### config.mk
export PLATFORM = sky130hd
export DESIGN_NAME = wfp_config
export DESIGN_NICKNAME = d
export VERILOG_FILES = /design/src/rtl/wfp_pkg.sv /design/src/rtl/wfp_payload_store.sv /design/src/rtl/wfp_config.sv
export SDC_FILE = /design/constraint.sdc
export NUM_CORES = 1
export LEC_CHECK = 0
export BUFFER_PORTS_ARGS = -buffer_cell sky130_fd_sc_hd__buf_2
export CORE_UTILIZATION = 30
export DETAILED_ROUTE_END_ITERATION = 8
export GPL_TIMING_DRIVEN = 0
export PLACE_DENSITY = 0.59
export SETUP_SLACK_MARGIN = 0.4
export SYNTH_ARGS = -nofsm -noshare
export SYNTH_HDL_FRONTEND = slang
export SYNTH_SLANG_ARGS = --single-unit
### constraint.sdc
create_clock -name clk -period 9.4 [get_ports clk]
set_input_delay 0.94 -clock clk [delete_from_list [all_inputs] [get_ports clk]]
set_output_delay 0.94 -clock clk [all_outputs]
set_load 0.01 [all_outputs]
### src/rtl/wfp_pkg.sv
// ****************************************************************
// wake payload and fd configuration constants
// ****************************************************************
package wfp_pkg;
	localparam int ADDR_W = 7;
	localparam int DATA_W = 16;
	localparam int PAY_WORDS = 4;
	localparam int PAY_BYTES = 8;

	// register offsets
	localparam logic [6:0] ADDR_PAY_7_6 = 7'h37;
	localparam logic [6:0] ADDR_PAY_5_4 = 7'h38;
	localparam logic [6:0] ADDR_PAY_3_2 = 7'h39;
	localparam logic [6:0] ADDR_PAY_1_0 = 7'h3A;
	localparam logic [6:0] ADDR_FD_CFG = 7'h3B;
	localparam logic [6:0] ADDR_TRIM = 7'h3C;

	// fd configuration fields
	localparam int FD_EN_BIT = 0;
	localparam int FD_FILT_LSB = 1;
	localparam int FD_FILT_W = 3;
	localparam int FD_SUSP_BIT = 5;
	localparam logic [15:0] FD_READ_MASK = 16'h002F;
	localparam logic [15:0] FD_RESET = 16'h0000;

	// trim and option fields
	localparam int TRIM_RXSEL_BIT = 14;
	localparam int TRIM_TC_LSB = 7;
	localparam int TRIM_TC_W = 5;
	localparam int OSC_TRIM_LSB = 0;
	localparam int OSC_TRIM_W = 7;
	localparam logic [15:0] TRIM_READ_MASK = 16'h4FFF;
	localparam logic [15:0] TRIM_RESET = 16'h0000;
	localparam logic [1:0] TRIM_KEY_OPEN = 2'h3;
	localparam logic [15:0] PAY_RESET = 16'h0000;

	// length code
	localparam logic [3:0] DLC_MAX_BYTES = 4'h8;

	// dominant filter timing
	localparam int CLK_PERIOD_NS = 10;
	localparam int FILT_STEP_NS = 50;
	localparam int FILT_LONG_NS = 775;
	localparam logic [2:0] FILT_LONG_CODE = 3'h7;
	localparam int FILT_CYC_W = 7;
	localparam logic [6:0] FILT_SHORT_CYC = 7'((FILT_STEP_NS + CLK_PERIOD_NS - 1) / CLK_PERIOD_NS);
	localparam logic [6:0] FILT_LONG_CYC = 7'((FILT_LONG_NS + CLK_PERIOD_NS - 1) / CLK_PERIOD_NS);

	// filter time in clock cycles, rounded up
	function automatic logic [6:0] wfp_filter_cycles(input logic [2:0] code);
		int ns;
		ns = (code == FILT_LONG_CODE) ? FILT_LONG_NS : (int'(code) + 1) * FILT_STEP_NS;
		return 7'((ns + CLK_PERIOD_NS - 1) / CLK_PERIOD_NS);
	endfunction : wfp_filter_cycles
endpackage : wfp_pkg

### src/rtl/wfp_payload_store.sv
`timescale 1ns/1ps
`default_nettype none
// ****************************************************************
// payload word store, registered read
// ****************************************************************
module wfp_payload_store
	import wfp_pkg::*;
#(
	parameter int WORDS = PAY_WORDS
) (
	// clock and reset
	input wire logic clk,
	input wire logic rst_b,
	input wire logic ce,
	// write port
	input wire logic wr_en,
	input wire logic [1:0] wr_idx,
	input wire logic [15:0] wr_data,
	// read port
	input wire logic [1:0] rd_idx,
	output logic [15:0] rd_data_q,
	// whole contents, word k holds bytes 2k+1 and 2k
	output logic [WORDS*16-1:0] flat
);
	logic [15:0] mem_q [WORDS];
	logic [15:0] mem_d [WORDS];
	logic [15:0] rd_data_d;

	always_comb begin
		for (int k = 0; k < WORDS; k++) begin
			mem_d[k] = mem_q[k];
			flat[k*16 +: 16] = mem_q[k];
		end
		if (wr_en) begin
			mem_d[wr_idx] = wr_data;
		end
		rd_data_d = mem_q[rd_idx];
	end

	always_ff @(posedge clk) begin
		if (!rst_b) begin
			for (int k = 0; k < WORDS; k++) begin
				mem_q[k] <= PAY_RESET;
			end
			rd_data_q <= PAY_RESET;
		end else if (ce) begin
			mem_q <= mem_d;
			rd_data_q <= rd_data_d;
		end
	end
endmodule : wfp_payload_store
`default_nettype wire

### src/rtl/wfp_config.sv
`timescale 1ns/1ps
`default_nettype none
// Overview of operation
// - four 16-bit payload registers each hold two wake bytes, odd byte high, even byte low.
// - fd bit 0 enables the fd tolerant mode when one and disables it when zero.
// - fd bits 3:1 pick 50 ns to 350 ns in 50 ns steps for codes 0 to 6 and 775 ns for 7.
// - fd bit 5 suspends the error counter during selective wake, only while fd mode is on.
// - the suspend bit is cleared by the device itself when the bus silence timeout expires.
// - trim bit 14 picks low-power (0) or standard (1) receiver, reachable only with key 11.
// - trim bits 11:7 hold the temperature trim and take writes only with key 11.
// - trim bits 6:0 hold the oscillator trim and take writes only with key 11.
// - reserved bits of the fd and trim registers always read as zero.
// - the configured length code is compared bit by bit with the received one, 8..15 mean 8.
module wfp_config
	import wfp_pkg::*;
(
	// clock, reset, enable
	input wire logic clk,
	input wire logic rst_b,
	input wire logic ce,
	// register access
	input wire logic [ADDR_W-1:0] reg_addr,
	input wire logic [DATA_W-1:0] reg_wdata,
	input wire logic reg_wr,
	input wire logic reg_rd,
	output logic [DATA_W-1:0] reg_rdata_q,
	output logic reg_rvalid_q,
	// device status in
	input wire logic [1:0] trim_key,
	input wire logic silence_expired,
	// wake frame compare
	input wire logic [3:0] cfg_dlc,
	input wire logic [3:0] rx_dlc,
	input wire logic [PAY_BYTES*8-1:0] rx_data,
	input wire logic rx_frame_valid,
	output logic frame_match_q,
	output logic match_valid_q,
	// configuration out
	output logic fd_tolerant_enable_q,
	output logic [FD_FILT_W-1:0] dominant_filter_time_q,
	output logic [FILT_CYC_W-1:0] filter_cycles_q,
	output logic error_counter_suspend_q,
	output logic wake_receiver_select_q,
	output logic [TRIM_TC_W-1:0] temp_coef_trim_q,
	output logic [OSC_TRIM_W-1:0] oscillator_frequency_trim_q
);
	// ****************************************************************
	// register state
	// ****************************************************************
	logic susp_q, susp_d;
	logic fd_en_d, susp_eff_d, rxsel_d;
	logic [2:0] filt_d;
	logic [6:0] filt_cyc_d, osc_d;
	logic [4:0] tc_d;
	logic rd_pend_q, rd_pend_d, rvalid_d;
	logic [6:0] rd_addr_q, rd_addr_d;
	logic [15:0] rdata_d;
	logic wr_fd, wr_trim, wr_pay, key_open;
	logic [1:0] wr_idx, rd_idx;
	logic [15:0] pay_rdata_q;
	logic [PAY_BYTES*8-1:0] payload;
	logic match_d, mvalid_d;
	logic [3:0] len;

	assign key_open = (trim_key == TRIM_KEY_OPEN);
	assign wr_fd = reg_wr && (reg_addr == ADDR_FD_CFG);
	assign wr_trim = reg_wr && (reg_addr == ADDR_TRIM) && key_open;
	assign wr_pay = reg_wr && (reg_addr >= ADDR_PAY_7_6) && (reg_addr <= ADDR_PAY_1_0);
	assign wr_idx = 2'(ADDR_PAY_1_0 - reg_addr);
	assign rd_idx = 2'(ADDR_PAY_1_0 - reg_addr);

	// ****************************************************************
	// payload store
	// ****************************************************************
	wfp_payload_store #(
		.WORDS(PAY_WORDS)
	) u_store (
		.clk(clk),
		.rst_b(rst_b),
		.ce(ce),
		.wr_en(wr_pay),
		.wr_idx(wr_idx),
		.wr_data(reg_wdata),
		.rd_idx(rd_idx),
		.rd_data_q(pay_rdata_q),
		.flat(payload)
	);

	// ****************************************************************
	// configuration next state
	// ****************************************************************
	always_comb begin
		fd_en_d = fd_tolerant_enable_q;
		filt_d = dominant_filter_time_q;
		susp_d = susp_q;
		rxsel_d = wake_receiver_select_q;
		tc_d = temp_coef_trim_q;
		osc_d = oscillator_frequency_trim_q;
		if (wr_fd) begin
			fd_en_d = reg_wdata[FD_EN_BIT];
			filt_d = reg_wdata[FD_FILT_LSB +: FD_FILT_W];
			susp_d = reg_wdata[FD_SUSP_BIT];
		end
		if (silence_expired) begin
			susp_d = 1'b0;
		end
		if (wr_trim) begin
			rxsel_d = reg_wdata[TRIM_RXSEL_BIT];
			tc_d = reg_wdata[TRIM_TC_LSB +: TRIM_TC_W];
			osc_d = reg_wdata[OSC_TRIM_LSB +: OSC_TRIM_W];
		end
		filt_cyc_d = wfp_filter_cycles(filt_d);
		susp_eff_d = susp_d && fd_en_d;
	end

	always_ff @(posedge clk) begin
		if (!rst_b) begin
			fd_tolerant_enable_q <= FD_RESET[FD_EN_BIT];
			dominant_filter_time_q <= FD_RESET[FD_FILT_LSB +: FD_FILT_W];
			susp_q <= FD_RESET[FD_SUSP_BIT];
			error_counter_suspend_q <= 1'b0;
			filter_cycles_q <= FILT_SHORT_CYC;
			wake_receiver_select_q <= TRIM_RESET[TRIM_RXSEL_BIT];
			temp_coef_trim_q <= TRIM_RESET[TRIM_TC_LSB +: TRIM_TC_W];
			oscillator_frequency_trim_q <= TRIM_RESET[OSC_TRIM_LSB +: OSC_TRIM_W];
		end else if (ce) begin
			fd_tolerant_enable_q <= fd_en_d;
			dominant_filter_time_q <= filt_d;
			susp_q <= susp_d;
			error_counter_suspend_q <= susp_eff_d;
			filter_cycles_q <= filt_cyc_d;
			wake_receiver_select_q <= rxsel_d;
			temp_coef_trim_q <= tc_d;
			oscillator_frequency_trim_q <= osc_d;
		end
	end

	// ****************************************************************
	// read path
	// ****************************************************************
	always_comb begin
		rd_pend_d = reg_rd;
		rd_addr_d = reg_rd ? reg_addr : rd_addr_q;
		rvalid_d = rd_pend_q;
		rdata_d = reg_rdata_q;
		if (rd_pend_q) begin
			case (rd_addr_q)
				ADDR_PAY_7_6, ADDR_PAY_5_4, ADDR_PAY_3_2, ADDR_PAY_1_0: begin
					rdata_d = pay_rdata_q;
				end
				ADDR_FD_CFG: begin
					rdata_d = FD_READ_MASK & {10'h000, susp_q, 1'b0, dominant_filter_time_q,
						fd_tolerant_enable_q};
				end
				ADDR_TRIM: begin
					rdata_d = TRIM_READ_MASK & {1'b0, wake_receiver_select_q & key_open, 2'h0,
						temp_coef_trim_q, oscillator_frequency_trim_q};
				end
				default: begin
					rdata_d = 16'h0000;
				end
			endcase
		end
	end

	always_ff @(posedge clk) begin
		if (!rst_b) begin
			rd_pend_q <= 1'b0;
			rd_addr_q <= 7'h00;
			reg_rvalid_q <= 1'b0;
			reg_rdata_q <= 16'h0000;
		end else if (ce) begin
			rd_pend_q <= rd_pend_d;
			rd_addr_q <= rd_addr_d;
			reg_rvalid_q <= rvalid_d;
			reg_rdata_q <= rdata_d;
		end
	end

	// ****************************************************************
	// wake frame compare
	// ****************************************************************
	always_comb begin
		len = cfg_dlc[3] ? DLC_MAX_BYTES : cfg_dlc;
		match_d = (rx_dlc == cfg_dlc);
		for (int i = 0; i < PAY_BYTES; i++) begin
			if ((4'(i) < len) && (payload[i*8 +: 8] != rx_data[i*8 +: 8])) begin
				match_d = 1'b0;
			end
		end
		mvalid_d = rx_frame_valid;
		if (!rx_frame_valid) begin
			match_d = frame_match_q;
		end
	end

	always_ff @(posedge clk) begin
		if (!rst_b) begin
			frame_match_q <= 1'b0;
			match_valid_q <= 1'b0;
		end else if (ce) begin
			frame_match_q <= match_d;
			match_valid_q <= mvalid_d;
		end
	end
endmodule : wfp_config
`default_nettype wire

======== Word-level counts from Yosys, hierarchy flattened ========
Cells that the tools add are included.
word-level totals
  output and inout bits ................... 44
  register bits after elaboration ......... 133
  input bits .............................. 104
operators by class
  reductions and logical operators ........ 21
  bitwise logic cells ..................... 2
  order comparisons ....................... 12
  multiplexer cells ....................... 21
  add/sub/neg operators ................... 4
  divide/modulo/power cells ............... 1
  equality and inequality tests ........... 19
  multiply operators ...................... 1
operators with widths
  cell                     number
  $bwmux W64               1
  $ne A8 B8 Y1             8
  $eq A7 B6 Y1 const B     8
  $mux W16                 3
  $pmux W16 S3             1
  $bmux W16 S2             1
  $demux W16 S2            1
  $div A32 B5 Y32 const B  1
  $lt A3 B4 Y1 const A     4
  $logic_and A1 B1 Y1      15
  $sub A11 B1 Y12 const B  1
  $add A10 B4 Y11 const B  1
  $mux W1                  11
  $mux W10                 1
  $reduce_and A2 Y1        5
  $mul A4 B5 Y9 const B    1
  $lt A1 B4 Y1 const A     2
  $lt A2 B4 Y1 const A     2
  $ge A7 B6 Y1 const B     1
  $le A7 B6 Y1 const B     1
  $add A3 B1 Y4 const B    1
  $eq A4 B4 Y1             1
  $mux W4                  1
  $reduce_or A4 Y1         1
  8 further kinds          8

======== Depth between registers and ports, before layout ========
Gate-level depths: netlist of run 1.
  depth in word-level cells ............... 11
  depth in mapped cells ................... 35

======== Cells and area by module ========
Synthesis of run 1 repeated with hierarchy kept, for this count alone.
unflattened totals
  cells, all modules ...................... 906
  area, all modules ....................... 8067.7 um^2
modules (own cells, without submodules)
  module             instances  area an instance (um^2)  sequential area each (um^2)  cells an instance
  wfp_config         1          4694.5                   1061.0                       586
  wfp_payload_store  1          3373.2                   1601.5                       320

======== Worst setup path after synthesis of run 1 ========
Ideal clock, no wire load.
  kind .................................... input -> register
  from .................................... input reg_addr[0]
  to ...................................... register filter_cycles_q[1]
  data arrival time ....................... 7.651 ns
  path slack .............................. 1.668 ns
  library setup time ...................... 0.081 ns
  stages .................................. 32
  cell sequence ........................... ha_1 -> and3b_1 -> nand2_1 -> buf_2 -> mux2i_1 -> inv_1 -> ha_1 -> ha_1 -> ha_1 -> ha_1 -> ha_1 -> or4b_1 -> o32ai_2 -> o21ai_0 -> a21oi_1 -> inv_1 -> ha_1 -> and3b_1 -> and2_1 -> a311o_1 -> and2_1 -> a221oi_2 -> nand2_1 -> ha_1 -> nor2_1 -> nand2_1 -> o21ai_0 -> o22a_1 -> nand2_1 -> o211ai_1 -> o221ai_1 -> a41oi_1
between the ends
  longest elaborated chain between the ends .. 9
ends and longest elaborated chain
  what                   RTL line           source
  from (decl)            wfp_config.sv:22   input wire logic [ADDR_W-1:0] reg_addr,
  $eq A7 B6 Y1 *         wfp_config.sv:66   assign wr_fd = reg_wr && (reg_addr == ADDR_FD_CFG);
  $logic_and A1 B1 Y1 *  wfp_config.sv:66
  $mux W3 *              wfp_config.sv:99   if (wr_fd) begin
  named net filt_d[0]    wfp_config.sv:52   logic [2:0] filt_d;
  $add A3 B1 Y4          wfp_pkg.sv:52      ns = (code == FILT_LONG_CODE) ? FILT_LONG_NS : (int'(code) + 1) * FILT_STEP_NS;
  $mul A4 B5 Y9          wfp_pkg.sv:52
  $mux W10 *             wfp_pkg.sv:52
  $add A10 B4 Y11 *      wfp_pkg.sv:53      return 7'((ns + CLK_PERIOD_NS - 1) / CLK_PERIOD_NS);
  $sub A11 B1 Y12 *      wfp_pkg.sv:53
  $div A32 B5 Y32 *      wfp_pkg.sv:53
  to (signal assigned)   wfp_config.sv:131  filter_cycles_q <= filt_cyc_d;
  to (decl)              wfp_config.sv:41   output logic [FILT_CYC_W-1:0] filter_cycles_q,
Mark *: on every way through the listed nets, which the timed path passes. The rest lies on a longest branch.
A chain may end at the register's enable or synchronous reset.

======== Final worst setup path of run 1 ========
Same ends and word-level chain as after synthesis.

==> flow_summary.toml, run 1 <==
[min_path]
timing.hold.worst.class = "reg2reg"
whs_path_depth = 2

[logic_synthesis]
share_of_flip_flops_with_an_asynchronous_set_or_reset_after_synthesis = 0
yosys.area_share.xor_xnor = 0.0787
ys_types = 71
netlist_area_um2 = 7900
synth.mux.area_fraction = 0.161
syn_avg_cell_area_um2 = 9.24
synth_area_in_adders = 0.0380
synth-simple-area-share = 0.214
synth_top_flop_cell = "sky130_fd_sc_hd__dfxtp_1"
synth_top_family_by_area = "simple AND/OR/NAND/NOR gates"
register_bit_count_reported_by_yosys = 133
synthesis.nets = 981
ys.warnings.count = 0
netlist.area_leader.share = 0.337
postSynthCellCount = 855
cell_type_with_the_highest_aggregate_area_in_the_netlist = "sky130_fd_sc_hd__dfxtp_1"
cell_types_with_the_largest_area_share_after_synthesis = "sky130_fd_sc_hd__dfxtp_1, sky130_fd_sc_hd__mux2i_1, sky130_fd_sc_hd__nor2b_1, sky130_fd_sc_hd__mux4_2, sky130_fd_sc_hd__xnor2_1"
synth_enable_flop_cells = 0
synth-seq-area-share = 0.337
synth_compound_area_frac = 0.137

[setup_path]
worstSetupPathDepth = 33
worst_setup_path_start_kind = "primary input"
setup.worst_path.class = "in2reg"
cp_data_required_time_ps = 9740
r2r_cells = 29
critical_path.n_buffers_inverters = 4
worst-endpoint-arrival_ps = 8710
path_common_cell = "sky130_fd_sc_hd__ha_1"
critical-path-top-delay-family = "compound AO/OA/AOI/OAI gates"
critical-path-max-stage-delay_ps = 480
end_kind = "flop"
crit_slowest_cell = "sky130_fd_sc_hd__ha_1"
timing.critical_path.fanout_max = 10

[pwr]
pwr_density_cell_nw_per_um2 = 159
power_frac_comb = 0.157
ir_worst_vdd_mv = 0.118
share_clk_of_total_power = 0.468
power_switching_uw = 434
cellInternalPower_uw = 1100
seqPwrFrac = 0.375
p_sw_frac = 0.282
p_leak_uw = 0.00420

[sta]
maxClockFrequency_ghz = 0.119
worst-slew-pin-transition_ps = 937
totalNegativeSetupSlack_ps = 0
final_period_minus_worst_setup_slack_ps = 8370
rsz_0062_raised_after_global_routing = "no"
relSlewSlack = 0.370
hold_violations = 0
final-max-slew-violation-count = 0
timing.final.setup_violations = 0
layout_worst_path_cycle_share = 0.891
final_worst_clock_skew_ps = 12.3

[floorplanning]
initial_core_util = 0.304
die_w_um = 164
core_area_um2 = 26000
design.die.area_um2 = 27000
overall_die_height_um = 164
ports_placed_on_the_boundary = 148
row_count = 59

[clock_tree]
htreeDepth = 4
master_cell_of_the_clock_root_buffer = "sky130_fd_sc_hd__clkbuf_16"
cts_num_sinks = 133
cts_hold_buffers = 0
cts_buffers = 17
clkLatencyLatePin_ps = 420
clkSlewWorstSetupHoldPaths_ps = 60
cts_max_path_buffers = 2
cts_tree = "built"

[global_routing]
first_pass_grt_wire_length_mm = 38.9
globalRouteOverflowTotal = 0
grt_antenna_before_repair = 2
gr-usage-all-layers = 0.192
vias_in_the_first_global_route = 6658
grt_start_max_net_pins = 17

[cells_and_area]
num-nets-final = 1143
mostFrequentLayoutCell = "sky130_fd_sc_hd__buf_2"
layout-area-overhead-vs-synth_pct = 22.6
top_library_cells_by_usage_in_the_layout_fill_and_taps_aside = "sky130_fd_sc_hd__buf_2, sky130_fd_sc_hd__dfxtp_1, sky130_fd_sc_hd__nor2b_1"
post-route-cell-area_um2 = 9690
nFillCells = 2678
share_of_layout_cells_above_drive_strength_1 = 0.208

[detailed_routing]
route.detailed.vias_per_inst = 5.12
routed-via-count = 7003
initialDrtViolationCount = 519
detail_route.drc_violations = 0
ant_nets = 0
drtPass1Iterations = 5
totalWireLength_mm = 25.3
routedWlPerCell_um = 18.5

[placement]
gpl.final_weighted_congestion = 0.898
io_buffer_count = 143
dpl-instance-area_um2 = 9040
detailedPlacementHpwl_mm = 19.9

[status]
outcome = "complete, no violations"

[run]
drv_cap = 0
==> stage by stage <==
step / util / total power, uW / hold WS [ps] / worst slack [ps] / std cells
2_1_floorplan: - / 743 / 444 / 1670 / 855
3_3_place_gp: 0.348 / 825 / 454 / 520 / 1333
3_5_place_dp: 0.348 / 828 / 466 / 489 / 1333
4_1_cts: 0.372 / 1540 / 475 / 885 / 1365
5_1_grt: 0.373 / 1590 / 495 / 436 / 1365
6_report: 0.373 / 1540 / 469 / 1030 / 1367
==> power by group through the flow <==
stage	Sequential, uW	Clock, uW	Combinational, uW
final	577	720	242
after global routing	577	752	265
after global placement	589	0	236
after CTS	577	725	239
after floorplan	590	0	153
after detailed placement	589	0	238
==> worst paths after layout <==
check	slack [ps]	startpoint	end
worst min register to register	470	rd_addr_q[4]	rd_addr_q[4]
worst max-delay path	1030	reg_addr[0]	filter_cycles_q[1]
worst max register to register	1880	dominant_filter_time_q[1]	filter_cycles_q[1]
worst min-delay path	470	rd_addr_q[4]	rd_addr_q[4]
==> state kept, by name (all words and copies together), names as in the netlist <==
signal,cells
u_store.flat,64
reg_rdata_q,16
u_store.rd_data_q,16
filter_cycles_q,7
oscillator_frequency_trim_q,7
rd_addr_q,7
temp_coef_trim_q,5
dominant_filter_time_q,3
error_counter_suspend_q,1
fd_tolerant_enable_q,1
frame_match_q,1
match_valid_q,1
rd_pend_q,1
reg_rvalid_q,1
susp_q,1
wake_receiver_select_q,1
==> Yosys cell counts, drive strengths merged (9+ instances only) <==
cell and instances:
dfxtp 133, nor2b 101, mux2i 91, nand2 48
nor2 41, xnor2 40, clkbuf 39, a21oi 33
xor2 31, nand3 27, o21ai 25, inv 22
ha 20, a21boi 18, nor3 18, mux4 16
nand4 14, nor4 13, a221oi 12, nor3b 9
==> what timing repair did <==
item	4_1_cts	5_1_grt
buffers inserted	0	0
gates resized for setup	0	3
endpoints found under the setup margin	0	2
endpoints found under the hold margin	0	0
==> metal layers <==
layer,track usage,vias up,wire [um]
li1,-,3391,-
met1,0.261,3322,11700
met2,0.307,260,11500
met3,0.0384,28,1580
met4,0.0501,2,471
met5,0,-,10
==> cell families after synthesis <==
group                    Yosys count
AO/OA/AOI/OAI                    148
XOR/XNOR                          71
adder cells (fa/ha/maj)           23
buffers and inverters             69
flip-flops                       133
multiplexers                     107
other                              1
AND/OR/NAND/NOR                  303
==> layout make-up <==
| cell class | count | area [um^2] | area share |
|---|---|---|---|
| multi-input cells | 653 | 4980 | 0.515 |
| flip-flops and latches | 133 | 2660 | 0.275 |
| repair buffers | 143 | 716 | 0.0739 |
| clock buffers | 18 | 439 | 0.0453 |
| well taps | 335 | 419 | 0.0433 |
| clock inverters | 14 | 193 | 0.0199 |
| plain buffers | 47 | 183 | 0.0189 |
| inverters | 22 | 85.1 | 0.00878 |
| diodes | 2 | 5.00 | 0.000517 |
==> worst register-to-register path, delay by kind of cell (launching register included) <==
family                     cells  cell delay (ps)
AOI/OAI and AO/OA             11             2770
buffers and inverters          3              670
and+or+nand+nor                8             1560
adders and majority gates      7             2040
DFF                            1              380
Power figures use the tool's default switching activity.
==> run 2: changes to the inputs <==
Settings changed: CTS_BUF_LIST set to sky130_fd_sc_hd__clkbuf_4 sky130_fd_sc_hd__clkbuf_8.
==> run 2 against run 1 <==
Combinational power about the same. Cell area down 2.0%. Final cell count about the same. Critical endpoint unchanged. Critical path depth unchanged. Die area unchanged. First-iteration DRC count down 12%. Worst setup slack better by 18 ps. Clock skew up 1.7 ps. Critical path type unchanged. Hold slack better by 1.9 ps. Clock power down 25%. Sequential share of layout area up 0.55 points. Largest power group is now sequential cells. Sequential power about the same.
==> flow_summary.toml, run 2 (same netlist as run 1, synthesis figures left out) <==
[status]
outcome = "complete, no violations"

[global_routing]
first_pass_grt_wire_length_mm = 38.9
gr-usage-all-layers = 0.191
grt_antenna_before_repair = 2
globalRouteOverflowTotal = 0
vias_in_the_first_global_route = 6643
grt_start_max_net_pins = 17

[clock_tree]
cts_max_path_buffers = 2
post-cts-setup-buffer-count = 0
master_cell_of_the_clock_root_buffer = "sky130_fd_sc_hd__clkbuf_8"
cts_tree = "built"
htreeDepth = 4
cts_hold_buffers = 0
clkLatencyLatePin_ps = 460
clkSlewWorstSetupHoldPaths_ps = 90
cts_buffers = 17
cts_num_sinks = 133
postCtsResizedCells = 0

[pwr]
p_leak_uw = 0.00411
ir_worst_vdd_mv = 0.0941
pwr_density_cell_nw_per_um2 = 143

[run]
drv_cap = 0

[placement]
io_buffer_count = 143
gpl.final_weighted_congestion = 0.898
detailedPlacementHpwl_mm = 19.9

[setup_path]
timing.critical_path.fanout_max = 10
crit_slowest_cell = "sky130_fd_sc_hd__fa_1"
worst-endpoint-arrival_ps = 8730
critical-path-max-stage-delay_ps = 580
setup.worst_path.class = "in2reg"
worst_setup_path_start_kind = "primary input"
cp_data_required_time_ps = 9780
ff2ff_setup_slack_ps = 1870
end_kind = "flop"

[sta]
timing.final.setup_violations = 0
rsz_0062_raised_after_global_routing = "no"
final-max-slew-violation-count = 0
final_period_minus_worst_setup_slack_ps = 8360
relSlewSlack = 0.374
maxClockFrequency_ghz = 0.120
worst-slew-pin-transition_ps = 926
final_worst_clock_skew_ps = 14.1
totalNegativeSetupSlack_ps = 0
hold_violations = 0
layout_worst_path_cycle_share = 0.889

[detailed_routing]
ant_nets = 0
totalWireLength_mm = 25.1
routedWlPerCell_um = 18.4
initialDrtViolationCount = 457
detail_route.drc_violations = 0
routed-via-count = 6914
drtPass1Iterations = 7
route.detailed.vias_per_inst = 5.05

[cells_and_area]
top_library_cells_by_usage_in_the_layout_fill_and_taps_aside = "sky130_fd_sc_hd__buf_2, sky130_fd_sc_hd__dfxtp_1, sky130_fd_sc_hd__nor2b_1"
mostFrequentLayoutCell = "sky130_fd_sc_hd__buf_2"
share_of_layout_cells_above_drive_strength_1 = 0.208
largest_register_ffs = 64
layout-area-overhead-vs-synth_pct = 20.2
utilization = 0.366
num-nets-final = 1143

[floorplanning]
ports_placed_on_the_boundary = 148
overall_die_height_um = 164
core_area_um2 = 26000
die_w_um = 164
design.die.area_um2 = 27000
row_count = 59
initial_core_util = 0.304

[min_path]
timing.hold.worst.class = "reg2reg"
run 2: cell count changes in the layout (fill, tap and decap cells not counted):
cell	delta
sky130_fd_sc_hd__clkbuf_16	-17
sky130_fd_sc_hd__clkbuf_8	+17
sky130_fd_sc_hd__diode_2	+1
run 2: final cells by class:
cell class | instances | area (um^2)
antenna | 3 | 7.51
buffer | 47 | 183
clock buffer | 18 | 248
clock inverter | 14 | 193
fill | 2702 | 16500
inverter | 22 | 85.1
multi-input combinational | 653 | 4980
sequential | 133 | 2660
tap | 335 | 419
timing repair buffer | 143 | 716
run 2: path summary, 6_finish.rpt:
check / startpoint / end / cells after the start
worst max-delay path: reg_addr[0] / filter_cycles_q[1] / 33
worst min-delay path: rd_addr_q[4] / rd_addr_q[4] / 2
worst max register to register: dominant_filter_time_q[1] / filter_cycles_q[1] / 29
worst min register to register: rd_addr_q[4] / rd_addr_q[4] / 2
run 2: where the power goes:
part	leakage, uW	internal [uW]	switching [uW]
logic	0.00281	99.1	142
clock network	0.000225	279	262
registers	0.00107	570	5.54
total	0.00411	949	410
run 2: per-stage QoR:
stage | cells | setup slack (ps) | hold WS, ps | cell area [um^2] | power, uW
final | 1368 | 1040 | 471 | 9500 | 1360
after detailed placement | 1333 | 489 | 466 | 9040 | 828
after floorplan | 855 | 1670 | 444 | 7900 | 743
after global placement | 1333 | 520 | 454 | 9040 | 825
after global routing | 1365 | 483 | 499 | 9490 | 1420
after CTS | 1365 | 926 | 478 | 9480 | 1360
run 2: routing by layer:
| layer | global-route usage | share of wire | up-vias |
|---|---|---|---|
| met5 | 0 | 0.00040 | - |
| met4 | 0.0446 | 0.013 | 2 |
| met3 | 0.0391 | 0.064 | 24 |
| met2 | 0.309 | 0.46 | 243 |
| met1 | 0.260 | 0.46 | 3252 |
| li1 | - | - | 3393 |
run 2: critical path: cells and delay by family:
family / cells / cell delay (ps)
buf+inv: 6 / 780
simple gates: 10 / 1640
fa+ha+maj: 6 / 2210
compound gates: 10 / 2760
mux: 1 / 370
==> run 3: changes to the inputs <==
==> constraint.sdc (replaced) <==
create_clock -name clk -period 9.4 [get_ports clk]
set_input_delay 0.47 -clock clk [delete_from_list [all_inputs] [get_ports clk]]
set_output_delay 0.47 -clock clk [all_outputs]
set_load 0.01 [all_outputs]
==> run 3 against run 2 <==
Worst setup slack gained 220 ps. Critical path depth unchanged. Non-clock buffer count is the same. Maximum frequency increased by 2.7%. Power is essentially flat. Critical endpoint unchanged. Highest routed layer unchanged.
==> flow_summary.toml, run 3 (same netlist as run 1, synthesis figures left out) <==
[status]
outcome = "complete, no violations"

[sta]
hold_violations = 0
relSlewSlack = 0.383
final-max-slew-violation-count = 0
layout_worst_path_cycle_share = 0.866
totalNegativeSetupSlack_ps = 0
worst_hold_slack_ps = 327
final_worst_clock_skew_ps = 12.9
worst-slew-pin-transition_ps = 913
setup_slack_ps = 1260
maxClockFrequency_ghz = 0.123
rsz_0062_raised_after_global_routing = "no"
final_period_minus_worst_setup_slack_ps = 8140
timing.final.setup_violations = 0

[global_routing]
grt_start_max_net_pins = 17
globalRouteOverflowTotal = 0
first_pass_grt_wire_length_mm = 38.9
gr-usage-all-layers = 0.191
grt_antenna_before_repair = 2
vias_in_the_first_global_route = 6643

[floorplanning]
core_area_um2 = 26000
row_count = 59
ports_placed_on_the_boundary = 148
die_w_um = 164
initial_core_util = 0.304
overall_die_height_um = 164
design.die.area_um2 = 27000

[clock_tree]
cts_max_path_buffers = 2
cts_tree = "built"
clkSlewWorstSetupHoldPaths_ps = 90
clkLatencyLatePin_ps = 450
cts_num_sinks = 133
postCtsResizedCells = 0
post-cts-setup-buffer-count = 0
cts_hold_buffers = 0
master_cell_of_the_clock_root_buffer = "sky130_fd_sc_hd__clkbuf_8"
cts_buffers = 17
htreeDepth = 4

[cells_and_area]
share_of_layout_cells_above_drive_strength_1 = 0.205
nFillCells = 2702
final-instance-count-excl-fill = 1368
top_library_cells_by_usage_in_the_layout_fill_and_taps_aside = "sky130_fd_sc_hd__buf_2, sky130_fd_sc_hd__dfxtp_1, sky130_fd_sc_hd__nor2b_1"
num-nets-final = 1143
multi_input_comb_area_um2 = 4970
layout-area-overhead-vs-synth_pct = 20.0
largest_register_ffs = 64
mostFrequentLayoutCell = "sky130_fd_sc_hd__buf_2"
seq_area_um2 = 2660

[detailed_routing]
initialDrtViolationCount = 461
drtPass1Iterations = 5
totalWireLength_mm = 25.2
ant_nets = 0
routed-via-count = 6955
routedWlPerCell_um = 18.4
detail_route.drc_violations = 0
route.detailed.vias_per_inst = 5.08

[setup_path]
timing.critical_path.fanout_max = 10
critical-path-max-stage-delay_ps = 570
cp_data_required_time_ps = 9770
worst_setup_path_start_kind = "primary input"
end_kind = "flop"
crit_slowest_cell = "sky130_fd_sc_hd__fa_1"
setup.worst_path.class = "in2reg"
worst-endpoint-arrival_ps = 8510

[placement]
io_buffer_count = 143
dpl_worst_slack_ps = 959
dpl.cell_count = 1333
gpl.final_weighted_congestion = 0.898
detailedPlacementHpwl_mm = 19.9

[pwr]
p_leak_uw = 0.00411
ir_worst_vdd_mv = 0.0937
pwr_density_cell_nw_per_um2 = 143

[run]
drv_cap = 0

[min_path]
timing.hold.worst.class = "in2reg"
==> run 3: cell count changes in the layout (fill, tap and decap cells not counted) <==
| cell | previous run | this run |
|---|---|---|
| sky130_fd_sc_hd__a21oi_1 | 31 | 33 |
| sky130_fd_sc_hd__a21oi_2 | 2 | 0 |
| sky130_fd_sc_hd__mux2i_1 | 90 | 91 |
| sky130_fd_sc_hd__mux2i_2 | 1 | 0 |
==> run 3: final timing paths <==
kind | from | to | slack, ps | depth (start not counted)
setup / recovery | reg_addr[1] | filter_cycles_q[1] | 1260 | 33
hold / removal | reg_addr[2] | rd_addr_q[2] | 330 | 3
setup reg to reg | dominant_filter_time_q[1] | filter_cycles_q[1] | 1600 | 29
hold reg to reg | rd_addr_q[4] | rd_addr_q[4] | 470 | 2
==> run 3: worst max-delay path, delay by kind of cell <==
family          cells  cell delay [ps]
compound gates     11             3290
fa+ha+maj           6             2220
buf+inv             6              820
simple gates       10             1660
==> run 3: power breakdown <==
| part | total [uW] | internal [uW] | leakage (uW) | switching (uW) |
|---|---|---|---|---|
| combinational | 242 | 98.9 | 0.00281 | 143 |
| clock | 542 | 279 | 0.000225 | 262 |
| sequential | 576 | 570 | 0.00107 | 5.62 |
| total | 1360 | 949 | 0.00411 | 411 |
==> run 3: layout make-up <==
class,count,area share
inverters,22,0.00897
flip-flops and latches,133,0.281
clock inverters,14,0.0203
diodes,3,0.000791
repair buffers,143,0.0754
plain buffers,47,0.0193
multi-input cells,653,0.524
well taps,335,0.0442
clock buffers,18,0.0261
==> run 3: stage by stage <==
step	utilization	area (um^2)	power, uW
floorplan	-	7900	743
global placement	0.348	9040	825
detailed placement	0.348	9040	828
CTS	0.365	9480	1360
global route	0.365	9480	1420
finish	0.365	9490	1360
==> run 3: metal layers <==
| layer | vias up | GRT usage | part of all wire |
|---|---|---|---|
| met3 | 25 | 0.0391 | 0.064 |
| met2 | 241 | 0.309 | 0.46 |
| met5 | - | 0 | 0.00040 |
| li1 | 3390 | - | - |
| met4 | 2 | 0.0446 | 0.014 |
| met1 | 3297 | 0.260 | 0.46 |
